<file path="config.mk">
export PLATFORM = sky130hd
export DESIGN_NAME = tdsr_bank
export DESIGN_NICKNAME = d
export VERILOG_FILES = /design/src/hdl/tdsr_pkg.sv /design/src/hdl/tdsr_bank.sv
export SDC_FILE = /design/constraint.sdc
export NUM_CORES = 1
export LEC_CHECK = 0
export ABC_CLOCK_PERIOD_IN_PS = 3000
export BUFFER_PORTS_ARGS = -buffer_cell sky130_fd_sc_hd__buf_2
export CAP_MARGIN = 0
export CORE_UTILIZATION = 50
export DETAILED_ROUTE_END_ITERATION = 10
export GPL_ROUTABILITY_DRIVEN = 0
export PLACE_DENSITY = 0.79
export SETUP_SLACK_MARGIN = 0.3
export SYNTH_ARGS = -nofsm -noshare
export SYNTH_HDL_FRONTEND = slang
export SYNTH_SLANG_ARGS = --single-unit
</file>
<file path="constraint.sdc">
create_clock -name i_clk -period 3 [get_ports i_clk]
set_input_delay 0.6 -clock i_clk [delete_from_list [all_inputs] [get_ports i_clk]]
set_output_delay 0.6 -clock i_clk [all_outputs]
set_load 0.05 [all_outputs]
</file>
<file path="src/hdl/tdsr_pkg.sv">
// package: register map, field layout and types for the tile debug status register bank
package tdsr_pkg;
	localparam int DATA_W = 32;
	localparam int ADDR_W = 8;
	localparam logic [ADDR_W-1:0] OFF_RING_CORE_CELL = 8'h07;
	localparam logic [ADDR_W-1:0] OFF_RING_CORE_WIRE = 8'h08;
	localparam logic [ADDR_W-1:0] OFF_RING_PERIPH_CELL = 8'h09;
	localparam logic [ADDR_W-1:0] OFF_RING_PERIPH_WIRE = 8'h0A;
	localparam logic [ADDR_W-1:0] OFF_MEMORY_SIZE = 8'h0C;
	localparam logic [ADDR_W-1:0] OFF_SAVED_STATUS = 8'h10;
	localparam logic [ADDR_W-1:0] OFF_SAVED_PC = 8'h11;
	localparam logic [ADDR_W-1:0] OFF_SAVED_SP = 8'h12;
	localparam logic [ADDR_W-1:0] OFF_THREAD_SEL = 8'h13;
	localparam logic [ADDR_W-1:0] OFF_REG_SEL = 8'h14;
	localparam logic [ADDR_W-1:0] OFF_ENTRY_CAUSE = 8'h15;
	localparam int RING_W = 16;
	localparam int NUM_RING = 4;
	localparam int STATUS_W = 11;
	// saved status word bit positions
	localparam int SSW_EVENT_EN = 0;
	localparam int SSW_IRQ_EN = 1;
	localparam int SSW_IN_ENB = 2;
	localparam int SSW_IN_HANDLER = 3;
	localparam int SSW_KERNEL = 4;
	localparam int SSW_PAUSED = 6;
	localparam int SSW_FAST = 7;
	localparam int SSW_ISSUE_MODE = 8;
	localparam int SSW_ISSUE_ON_ENTRY = 9;
	localparam int SSW_ASID = 10;
	// debug-writable bits of the saved status word (bit 8 and 5 excluded)
	localparam logic [STATUS_W-1:0] SSW_WRITE_MASK = 11'h6DF;
	// bits kept on capture: everything but reserved bit 5
	localparam logic [STATUS_W-1:0] SSW_CAPTURE_MASK = 11'h7DF;
	localparam int THREAD_W = 8;
	localparam int REGSEL_W = 5;
	localparam int CAUSE_W = 3;
	localparam int TRIG_W = 2;
	localparam int CAUSE_LSB = 0;
	localparam int THREAD_LSB = 8;
	localparam int TRIG_LSB = 16;
	localparam int NUM_TRIG = 4;
	localparam int MEM_LSB = 2;
	typedef enum logic [CAUSE_W-1:0] {
		TDSR_CAUSE_NONE = 3'h0,
		TDSR_CAUSE_HOST = 3'h1,
		TDSR_CAUSE_CALL = 3'h2,
		TDSR_CAUSE_IBREAK = 3'h3,
		TDSR_CAUSE_DWATCH = 3'h4,
		TDSR_CAUSE_RWATCH = 3'h5
	} tdsr_cause_t;
	// snapshot of the interrupted thread at debugger entry
	typedef struct packed {
		logic [STATUS_W-1:0] status;
		logic [DATA_W-1:0] pc;
		logic [DATA_W-1:0] sp;
		logic [THREAD_W-1:0] thread;
	} tdsr_entry_t;
	// configuration access request
	typedef struct packed {
		logic rd;
		logic wr;
		logic [ADDR_W-1:0] addr;
		logic [DATA_W-1:0] wdata;
	} tdsr_req_t;
endpackage : tdsr_pkg

</file>
<file path="src/hdl/tdsr_bank.sv">
// module: tile debug status register bank with ring oscillator counters
//
// Functional notes
// RULE1: ring counts are 16-bit, upper bits read zero
// RULE2: ring counts survive system reset
// RULE3: ring counts at four consecutive offsets 0x07-0x0A
// RULE4: memory size in bits 31:2, low bits zero
// RULE5: debugger entry captures saved status word
// RULE6: status bits 4,3,2: kernel, handler, enabling
// RULE7: status bits 1,0: irq/event enable, debug writable
// RULE8: status bits 7 fast, 6 paused, 10 asid
// RULE9: bit 8 read-only issue mode, bit 9 writable
// RULE10: entry captures 32-bit saved program counter
// RULE11: entry captures 32-bit saved stack pointer
// RULE12: 8-bit thread select for get-register op
// RULE13: 5-bit register select for get-register op
// RULE14: 3-bit cause code, resets to zero
// RULE15: 2-bit trigger number, zero for host/call
// RULE16: simultaneous triggers report lowest number
// RULE17: 8-bit cause thread, zero for host entry
// RULE18: software reads counts after ten stopped cycles
// RULE19: counters advance only while oscillator enabled
// RULE20: reserved bits read zero, ignore writes
`timescale 1ns/1ps
module tdsr_bank
	import tdsr_pkg::*;
#(
	parameter logic [DATA_W-1:0] MEMORY_BYTES = 32'h0008_0000
) (
	input wire logic i_clk,
	input wire logic i_rst_b,
	input wire logic i_por_b,
	input wire tdsr_req_t i_req,
	output logic [DATA_W-1:0] o_rdata,
	output logic o_rvalid,
	input wire logic i_debug_mode,
	input wire logic i_core_osc_run,
	input wire logic i_periph_osc_run,
	input wire logic [NUM_RING-1:0] i_ring_tick,
	input wire logic i_dbg_entry,
	input wire tdsr_entry_t i_entry,
	input wire tdsr_cause_t i_entry_cause,
	input wire logic [NUM_TRIG-1:0] i_trig_hits,
	output logic [THREAD_W-1:0] o_read_thread_field,
	output logic [REGSEL_W-1:0] o_read_reg_field
);
	logic [RING_W-1:0] ring_counter_value [NUM_RING];
	logic [NUM_RING-1:0] ring_run;
	logic [STATUS_W-1:0] saved_status_word;
	logic [DATA_W-1:0] saved_program_counter;
	logic [DATA_W-1:0] saved_stack_pointer;
	logic [THREAD_W-1:0] read_thread_field;
	logic [REGSEL_W-1:0] read_reg_field;
	logic [CAUSE_W-1:0] cause_code;
	logic [THREAD_W-1:0] cause_thread;
	logic [TRIG_W-1:0] cause_trig;
	logic [TRIG_W-1:0] next_trig;
	logic [THREAD_W-1:0] next_thread;
	logic [DATA_W-1:0] next_rdata;
	logic wr_ok;

	// core oscillator feeds the first two counters, peripheral the last two
	assign ring_run = {i_periph_osc_run, i_periph_osc_run, i_core_osc_run, i_core_osc_run};

	// counters are cleared only by power-up, never by the system reset [RULE2]
	genvar g;
	generate
		for (g = 0; g < NUM_RING; g++) begin : g_ring
			always_ff @(posedge i_clk or negedge i_por_b) begin
				if (!i_por_b) begin
					ring_counter_value[g] <= '0;
				end else if (ring_run[g] && i_ring_tick[g]) begin // [RULE19]
					ring_counter_value[g] <= ring_counter_value[g] + 16'h0001;
				end
			end
		end
	endgenerate

	// debugger writes are honoured only in debug mode
	assign wr_ok = i_req.wr && i_debug_mode;

	always_ff @(posedge i_clk or negedge i_rst_b) begin
		if (!i_rst_b) begin
			saved_status_word <= '0;
		end else if (i_dbg_entry) begin
			// reserved bit 5 is dropped even if the core hands it over set [RULE20]
			saved_status_word <= i_entry.status & SSW_CAPTURE_MASK; // [RULE5] [RULE6] [RULE8]
		end else if (wr_ok && i_req.addr == OFF_SAVED_STATUS) begin
			// bit 8 keeps its captured value, reserved bit 5 stays zero [RULE9] [RULE7] [RULE20]
			saved_status_word <= (i_req.wdata[STATUS_W-1:0] & SSW_WRITE_MASK)
				| (saved_status_word & ~SSW_WRITE_MASK);
		end
	end

	always_ff @(posedge i_clk or negedge i_rst_b) begin
		if (!i_rst_b) begin
			saved_program_counter <= '0;
		end else if (i_dbg_entry) begin
			saved_program_counter <= i_entry.pc; // [RULE10]
		end else if (wr_ok && i_req.addr == OFF_SAVED_PC) begin
			saved_program_counter <= i_req.wdata; // [RULE10]
		end
	end

	always_ff @(posedge i_clk or negedge i_rst_b) begin
		if (!i_rst_b) begin
			saved_stack_pointer <= '0;
		end else if (i_dbg_entry) begin
			saved_stack_pointer <= i_entry.sp; // [RULE11]
		end else if (wr_ok && i_req.addr == OFF_SAVED_SP) begin
			saved_stack_pointer <= i_req.wdata; // [RULE11]
		end
	end

	always_ff @(posedge i_clk or negedge i_rst_b) begin
		if (!i_rst_b) begin
			read_thread_field <= '0;
			read_reg_field <= '0;
		end else begin
			if (wr_ok && i_req.addr == OFF_THREAD_SEL) begin
				read_thread_field <= i_req.wdata[THREAD_W-1:0]; // [RULE12]
			end
			if (wr_ok && i_req.addr == OFF_REG_SEL) begin
				read_reg_field <= i_req.wdata[REGSEL_W-1:0]; // [RULE13]
			end
		end
	end

	// lowest-numbered hit wins; host and call entries carry no trigger number
	always_comb begin
		next_trig = '0;
		for (int i = NUM_TRIG - 1; i >= 0; i--) begin
			if (i_trig_hits[i]) begin
				next_trig = TRIG_W'(i); // [RULE16]
			end
		end
		if (i_entry_cause == TDSR_CAUSE_HOST || i_entry_cause == TDSR_CAUSE_CALL) begin
			next_trig = '0; // [RULE15]
		end
		next_thread = (i_entry_cause == TDSR_CAUSE_HOST) ? '0 : i_entry.thread; // [RULE17]
	end

	always_ff @(posedge i_clk or negedge i_rst_b) begin
		if (!i_rst_b) begin
			cause_code <= TDSR_CAUSE_NONE; // [RULE14]
			cause_thread <= '0;
			cause_trig <= '0;
		end else if (i_dbg_entry) begin
			cause_code <= i_entry_cause; // [RULE14]
			cause_thread <= next_thread;
			cause_trig <= next_trig;
		end else if (wr_ok && i_req.addr == OFF_ENTRY_CAUSE) begin
			cause_code <= i_req.wdata[CAUSE_LSB +: CAUSE_W];
			cause_thread <= i_req.wdata[THREAD_LSB +: THREAD_W];
			cause_trig <= i_req.wdata[TRIG_LSB +: TRIG_W];
		end
	end

	// read decode; unmapped offsets read zero
	always_comb begin
		next_rdata = '0;
		if (i_req.addr == OFF_RING_CORE_CELL) begin
			next_rdata[RING_W-1:0] = ring_counter_value[0]; // [RULE1] [RULE3]
		end else if (i_req.addr == OFF_RING_CORE_WIRE) begin
			next_rdata[RING_W-1:0] = ring_counter_value[1]; // [RULE3]
		end else if (i_req.addr == OFF_RING_PERIPH_CELL) begin
			next_rdata[RING_W-1:0] = ring_counter_value[2]; // [RULE3]
		end else if (i_req.addr == OFF_RING_PERIPH_WIRE) begin
			next_rdata[RING_W-1:0] = ring_counter_value[3]; // [RULE3]
		end else if (i_req.addr == OFF_MEMORY_SIZE) begin
			next_rdata[DATA_W-1:MEM_LSB] = MEMORY_BYTES[DATA_W-1:MEM_LSB]; // [RULE4]
		end else if (i_req.addr == OFF_SAVED_STATUS) begin
			next_rdata[STATUS_W-1:0] = saved_status_word; // [RULE20]
		end else if (i_req.addr == OFF_SAVED_PC) begin
			next_rdata = saved_program_counter;
		end else if (i_req.addr == OFF_SAVED_SP) begin
			next_rdata = saved_stack_pointer;
		end else if (i_req.addr == OFF_THREAD_SEL) begin
			next_rdata[THREAD_W-1:0] = read_thread_field;
		end else if (i_req.addr == OFF_REG_SEL) begin
			next_rdata[REGSEL_W-1:0] = read_reg_field;
		end else if (i_req.addr == OFF_ENTRY_CAUSE) begin
			next_rdata[CAUSE_LSB +: CAUSE_W] = cause_code;
			next_rdata[THREAD_LSB +: THREAD_W] = cause_thread;
			next_rdata[TRIG_LSB +: TRIG_W] = cause_trig;
		end
	end

	// software must stop the oscillators before reading; no sync is done here [RULE18]
	always_ff @(posedge i_clk or negedge i_rst_b) begin
		if (!i_rst_b) begin
			o_rdata <= '0;
			o_rvalid <= 1'b0;
		end else begin
			o_rvalid <= i_req.rd;
			if (i_req.rd) begin
				o_rdata <= next_rdata;
			end
		end
	end

	assign o_read_thread_field = read_thread_field;
	assign o_read_reg_field = read_reg_field;
endmodule : tdsr_bank

</file>
## After elaboration in Yosys (flattened, before gate mapping)

Cells that the tools add are included.

| word-level totals | value |
|---|---|
| bits in registers | 198 |
| word-level logic and storage cells | 89 |
| output and inout bits | 46 |

| cells by class | value |
|---|---|
| $add $sub $neg | 4 |
| multiplexer cells | 41 |
| bitwise operators | 1 |
| equal/unequal tests | 13 |
| reductions and logical operators | 16 |

Operators with widths:

| operator | count |
|---|---|
| 2-to-1 mux 32 bit | 5 |
| 2-to-1 mux 16 bit | 8 |
| adder 16 x 1 -> 16 bit, second input constant | 4 |
| == test 8 x 5 -> 1 bit, second input constant | 6 |
| 2-to-1 mux 11 bit | 3 |
| == test 8 x 4 -> 1 bit, second input constant | 4 |
| 2-to-1 mux 10 bit | 3 |
| 2-to-1 mux 30 bit | 1 |
| 2-to-1 mux 8 bit | 3 |
| 2-to-1 mux 21 bit | 1 |
| 2-to-1 mux 18 bit | 1 |
| 2-to-1 mux 2 bit | 9 |
| 2-to-1 mux 3 bit | 5 |
| 2-to-1 mux 14 bit | 1 |
| logical AND 1 bit | 11 |
| bitwise OR 11 x 9 -> 11 bit | 1 |
| == test 8 x 3 -> 1 bit, second input constant | 1 |
| nonzero test 2 bit | 4 |
| 2-to-1 mux 5 bit | 1 |
| == test 3 x 1 -> 1 bit, second input constant | 1 |
| == test 3 x 2 -> 1 bit, second input constant | 1 |
| logical OR 1 bit | 1 |

## Logic depth before layout (Yosys ltp)

| logic depth | value |
|---|---|
| depth after elaboration | 12 |
| depth in mapped cells | 8 |
| mapped depth without buffers | 6 |

## Least setup slack after synthesis

No wires, ideal clock.

| path | value |
|---|---|
| path type | input to register |
| from | in i_req[37] (netlist name) |
| to | reg saved_stack_pointer[3] |
| setup time | 0.136 ns |
| stages | 7 |
| setup slack | 0.857 ns |
| arrival time | 2.007 ns |
| path buffers | 2 |
| path through | or3_4 -> buf_4 -> nor3_4 -> nand2_4 -> buf_6 -> mux2i_1 -> o21ai_0 |

| between the ends | value |
|---|---|
| longest elaborated chain between the ends | 3 |

Ends and longest elaborated chain:

| what | RTL line | RTL |
|---|---|---|
| start, declared | tdsr_bank.sv:33 | `input wire tdsr_req_t i_req,` |
| == test 8 x 5 -> 1 bit | tdsr_bank.sv:110 | `end else if (wr_ok && i_req.addr == OFF_SAVED_SP) begin` |
| logical AND 1 bit | tdsr_bank.sv:110 |  |
| nonzero test 2 bit (no source line) | n/a |  |
| end signal, assigned | tdsr_bank.sv:109 | `saved_stack_pointer <= i_entry.sp;` |
| end signal, assigned | tdsr_bank.sv:111 | `saved_stack_pointer <= i_req.wdata;` |
| end, declared | tdsr_bank.sv:51 | `logic [DATA_W-1:0] saved_stack_pointer;` |

No other way between the ends.
A chain may end at the register's enable or synchronous reset.

## Worst setup path in the final report

| path | value |
|---|---|
| from | in i_req[37] (netlist name) |
| to | reg o_rdata[0] |

| between the ends | value |
|---|---|
| longest elaborated chain between the ends | 12 |

Ends and longest elaborated chain:

| what | RTL line | RTL |
|---|---|---|
| == test 8 x 5 -> 1 bit | tdsr_bank.sv:182 | `end else if (i_req.addr == OFF_ENTRY_CAUSE) begin` |
| 2-to-1 mux 3 bit | tdsr_bank.sv:182 |  |
| 2-to-1 mux 3 bit | tdsr_bank.sv:180 | `end else if (i_req.addr == OFF_REG_SEL) begin` |
| 2-to-1 mux 5 bit | tdsr_bank.sv:178 | `end else if (i_req.addr == OFF_THREAD_SEL) begin` |
| 2-to-1 mux 18 bit | tdsr_bank.sv:176 | `end else if (i_req.addr == OFF_SAVED_SP) begin` |
| 2-to-1 mux 32 bit | tdsr_bank.sv:174 | `end else if (i_req.addr == OFF_SAVED_PC) begin` |
| 2-to-1 mux 11 bit | tdsr_bank.sv:172 | `end else if (i_req.addr == OFF_SAVED_STATUS) begin` |
| 2-to-1 mux 2 bit | tdsr_bank.sv:170 | `end else if (i_req.addr == OFF_MEMORY_SIZE) begin` |
| 2-to-1 mux 16 bit | tdsr_bank.sv:168 | `end else if (i_req.addr == OFF_RING_PERIPH_WIRE) begin` |
| 2-to-1 mux 16 bit | tdsr_bank.sv:166 | `end else if (i_req.addr == OFF_RING_PERIPH_CELL) begin` |
| 2-to-1 mux 16 bit | tdsr_bank.sv:164 | `end else if (i_req.addr == OFF_RING_CORE_WIRE) begin` |
| 2-to-1 mux 16 bit (*) | tdsr_bank.sv:162 | `if (i_req.addr == OFF_RING_CORE_CELL) begin` |
| end signal, assigned | tdsr_bank.sv:197 | `o_rdata <= next_rdata;` |
| end, declared | tdsr_bank.sv:34 | `output logic [DATA_W-1:0] o_rdata,` |

Mark *: on every way between the ends. The rest lies on a longest branch, timed or not.

==> results.py <==
metrics = {
    "grt": {
        "met3_usage": 0.0693,
        "grt.total_usage": 0.285,
        "grt_pass1_vias": 8379,
        "grt_overflow_total": 0,
        "use_met2": 0.451,
        "grt_busiest_layer": "met2",
        "met1_usage": 0.373,
        "grt_max_degree": 147,
        "grt_pass1_wl_um": 44200,
        "antenna_found_initial": 2,
    },
    "critical_path": {
        "crit_top_cell": "a221oi_1",
        "cp_slowest_stage_delay_ps": 440,
        "crit_arrival_ps": 2600,
        "critPathSlowestCell": "a221oi_1",
        "path_cells": "buf_2 -> nor3_1 -> buf_4 -> nand3b_1 -> a221oi_1 -> o211ai_1 -> a221oi_1",
        "crit_path_end_kind": "flop",
        "critPathTopFamily": "compound AO/OA/AOI/OAI gates",
        "start_kind": "input port",
        "required_ps": 3350,
        "worst-path-buf-inv": 2,
        "crit_type": "in2reg",
        "cp_max_fo": 11,
    },
    "die": {
        "ios": 189,
        "dieArea_um2": 20600,
        "rows": 51,
        "core_um2": 19600,
        "die-height_um": 144,
        "dieWidth_um": 144,
        "initial_core_util": 0.512,
    },
    "clock_tree": {
        "numCtsBuffers": 17,
        "cts.repair.resized": 0,
        "tritoncts": "built",
        "cts_buffer_depth": 2,
        "cts_sinks": 197,
        "postCtsHoldBufs": 0,
        "cts.htree.levels": 4,
        "insertion_delay_ps": 450,
        "clk_pin_slew_ps": 80,
        "cts_root_buffer": "clkbuf_16",
        "cts_setup_buffers": 0,
    },
    "synth": {
        "netlist-cell-type-count": 62,
        "syn_nets": 1154,
        "netlist_area_um2": 10000,
        "synth_edf_count": 0,
        "yosys-top-cells-area": "dfrtp_1, mux2i_1, nand2_1",
        "synth_seq_area_share": 0.491,
        "netlist_instances": 1007,
        "yosys_warnings": 0,
        "yosys.area.top_type": "dfrtp_1",
        "synth-seq-cells": 197,
        "synthArstFlopShare": 1.00,
        "synth_top_area_frac": 0.491,
        "synthFlopType": "dfrtp_1",
        "avgSynthCellArea_um2": 9.96,
    },
    "pwr": {
        "vdd_ir_drop_max_v": 0.000363,
        "p_switching_uw": 1980,
        "p_int_uw": 4560,
        "combPwrFrac": 0.146,
        "powerDensity_nw_per_um2": 549,
        "power_frac_seq": 0.497,
        "pwr-share-clk": 0.358,
        "p_sw_frac": 0.302,
        "leakage_uw": 0.00591,
    },
    "place": {
        "dp_hpwl_um": 20500,
        "dpl_cell_area_um2": 11300,
        "numPortBuffers": 187,
        "dp.cells": 1434,
    },
    "routing": {
        "routed_wl_um": 28200,
        "wire_per_inst_um": 19.2,
        "avgViaCountPerCell": 5.87,
        "drc_errors": 0,
        "vias": 8613,
        "drt.antenna.violating_nets": 0,
        "first_pass_iters": 6,
        "drt_first_iter_violations": 699,
    },
    "timing": {
        "fin_skew_ps": 9.93,
        "tns_ps": 0,
        "post-route-period-util": 0.753,
        "tightest_slew_ps": 795,
        "setup_viol": 0,
        "fmax_mhz": 443,
        "period_needed_ps": 2260,
        "rsz0062_at_grt": "no",
        "finalMaxSlewViolations": 0,
        "slew_headroom": 0.470,
        "finalHoldViolCount": 0,
    },
    "cells_and_area": {
        "final_cell_area_um2": 11900,
        "final_cells": 1467,
        "drive_gt1_frac": 0.243,
        "syn2layout_area_growth_pct": 18.8,
        "nets": 1335,
    },
    "run_status": {
        "status": "complete, no violations",
    },
    "job": {
        "maxCapViolations": 0,
    },
    "min_path": {
        "holdCritPathClass": "in2async",
    },
}
[cells in the final DEF, fill, tap and decap left out, types with 14 or more instances in the layout]
cell / n
o21ai_0: 90
nand4_1: 14
mux2_2: 21
dfrtp_1: 197
mux2i_1: 76
a221oi_1: 18
a21oi_1: 25
o21ai_1: 18
nand2_1: 137
a22oi_1: 14
nor2_1: 67
xnor2_1: 52
buf_2: 185
nand3_1: 30
clkbuf_16: 17
buf_4: 31
o2bb2ai_1: 18
[metal layers]
metal | part of all wire | vias to the layer above
li1 | - | 3981
met1 | 0.42 | 4204
met2 | 0.47 | 365
met3 | 0.077 | 61
met4 | 0.029 | 2
met5 | 0.00046 | -
[stage by stage]
stage | setup WS (ps) | power [uW] | utilization | hold WS [ps]
after floorplan | 857 | 3810 | - | 304
after global placement | 448 | 4190 | 0.578 | 456
after detailed placement | 400 | 4240 | 0.578 | 465
after CTS | 855 | 6560 | 0.608 | 137
after global routing | 623 | 6830 | 0.608 | 154
final | 742 | 6540 | 0.608 | 124
[power by group through the flow]
stage	logic (uW)	clock network [uW]	registers [uW]
global route	1060	2470	3290
global placement	914	0	3270
detailed placement	949	0	3290
finish	953	2340	3250
floorplan	553	0	3260
CTS	956	2370	3240
[path summary, 6_finish.rpt]
| kind | startpoint | to | slack [ps] | cells past startpoint |
|---|---|---|---|---|
| min in group i_clk | i_entry[63] | saved_program_counter[23] | 350 | 3 |
| min | i_rst_b | o_read_thread_field[6] | 120 | 1 |
| max reg2reg | ring_counter_value[53] | ring_counter_value[59] | 1190 | 4 |
| max in group asynchronous | i_por_b | ring_counter_value[42] | 2020 | 2 |
| max | i_req[37] | o_rdata[0] | 740 | 7 |
| min reg2reg | ring_counter_value[63] | ring_counter_value[63] | 480 | 1 |
[flip-flops by register name (all words and copies together) (netlist names)]
name                   cells
cause_code                 3
cause_thread               8
cause_trig                 2
o_rdata                   32
o_read_reg_field           5
o_read_thread_field        8
o_rvalid                   1
ring_counter_value        64
saved_program_counter     32
saved_stack_pointer       32
saved_status_word         10
[synth_stat cells, types with 6 or more instances]
master       n
a21oi_1     25
and3_1      12
nand4_1     14
mux2i_1     76
dfrtp_1    197
nor2_1      67
nand3_1     30
clkbuf_1    32
a22oi_1     14
o22ai_1     11
a31oi_1      8
buf_2       14
and4_1       8
mux2_2      21
xor2_1       9
a221oi_1    18
nor3_1      12
o211ai_1     6
nor2b_1     10
o21a_1      10
o21ai_1     18
nand2b_1     8
o21ai_0     90
nand2_1    138
o221ai_1     7
inv_1       13
buf_1        6
xnor2_1     52
a21o_1       6
o2bb2ai_1   18
[cell type report]
cell class	count	area, um2
antenna	1	2.50
clock buffer	18	439
clock inverter	14	163
fill	1633	7670
inverter	13	48.8
multi-input combinational	740	4790
sequential	197	4930
tap	265	332
timing repair buffer	219	1210
[kinds of logic (layout without fill, tap and decap cells)]
group | Yosys count | after routing | synth area share
flip-flops | 197 | 197 | 0.491
AND/OR/NAND/NOR | 326 | 326 | 0.155
XOR/XNOR | 61 | 61 | 0.0533
buffers and inverters | 70 | 264 | 0.0309
other | 0 | 1 | 0
adder cells (fa/ha/maj) | 4 | 4 | 0.00499
multiplexers | 99 | 99 | 0.104
AO/OA/AOI/OAI | 250 | 250 | 0.160
Power figures use the tool's default switching activity.
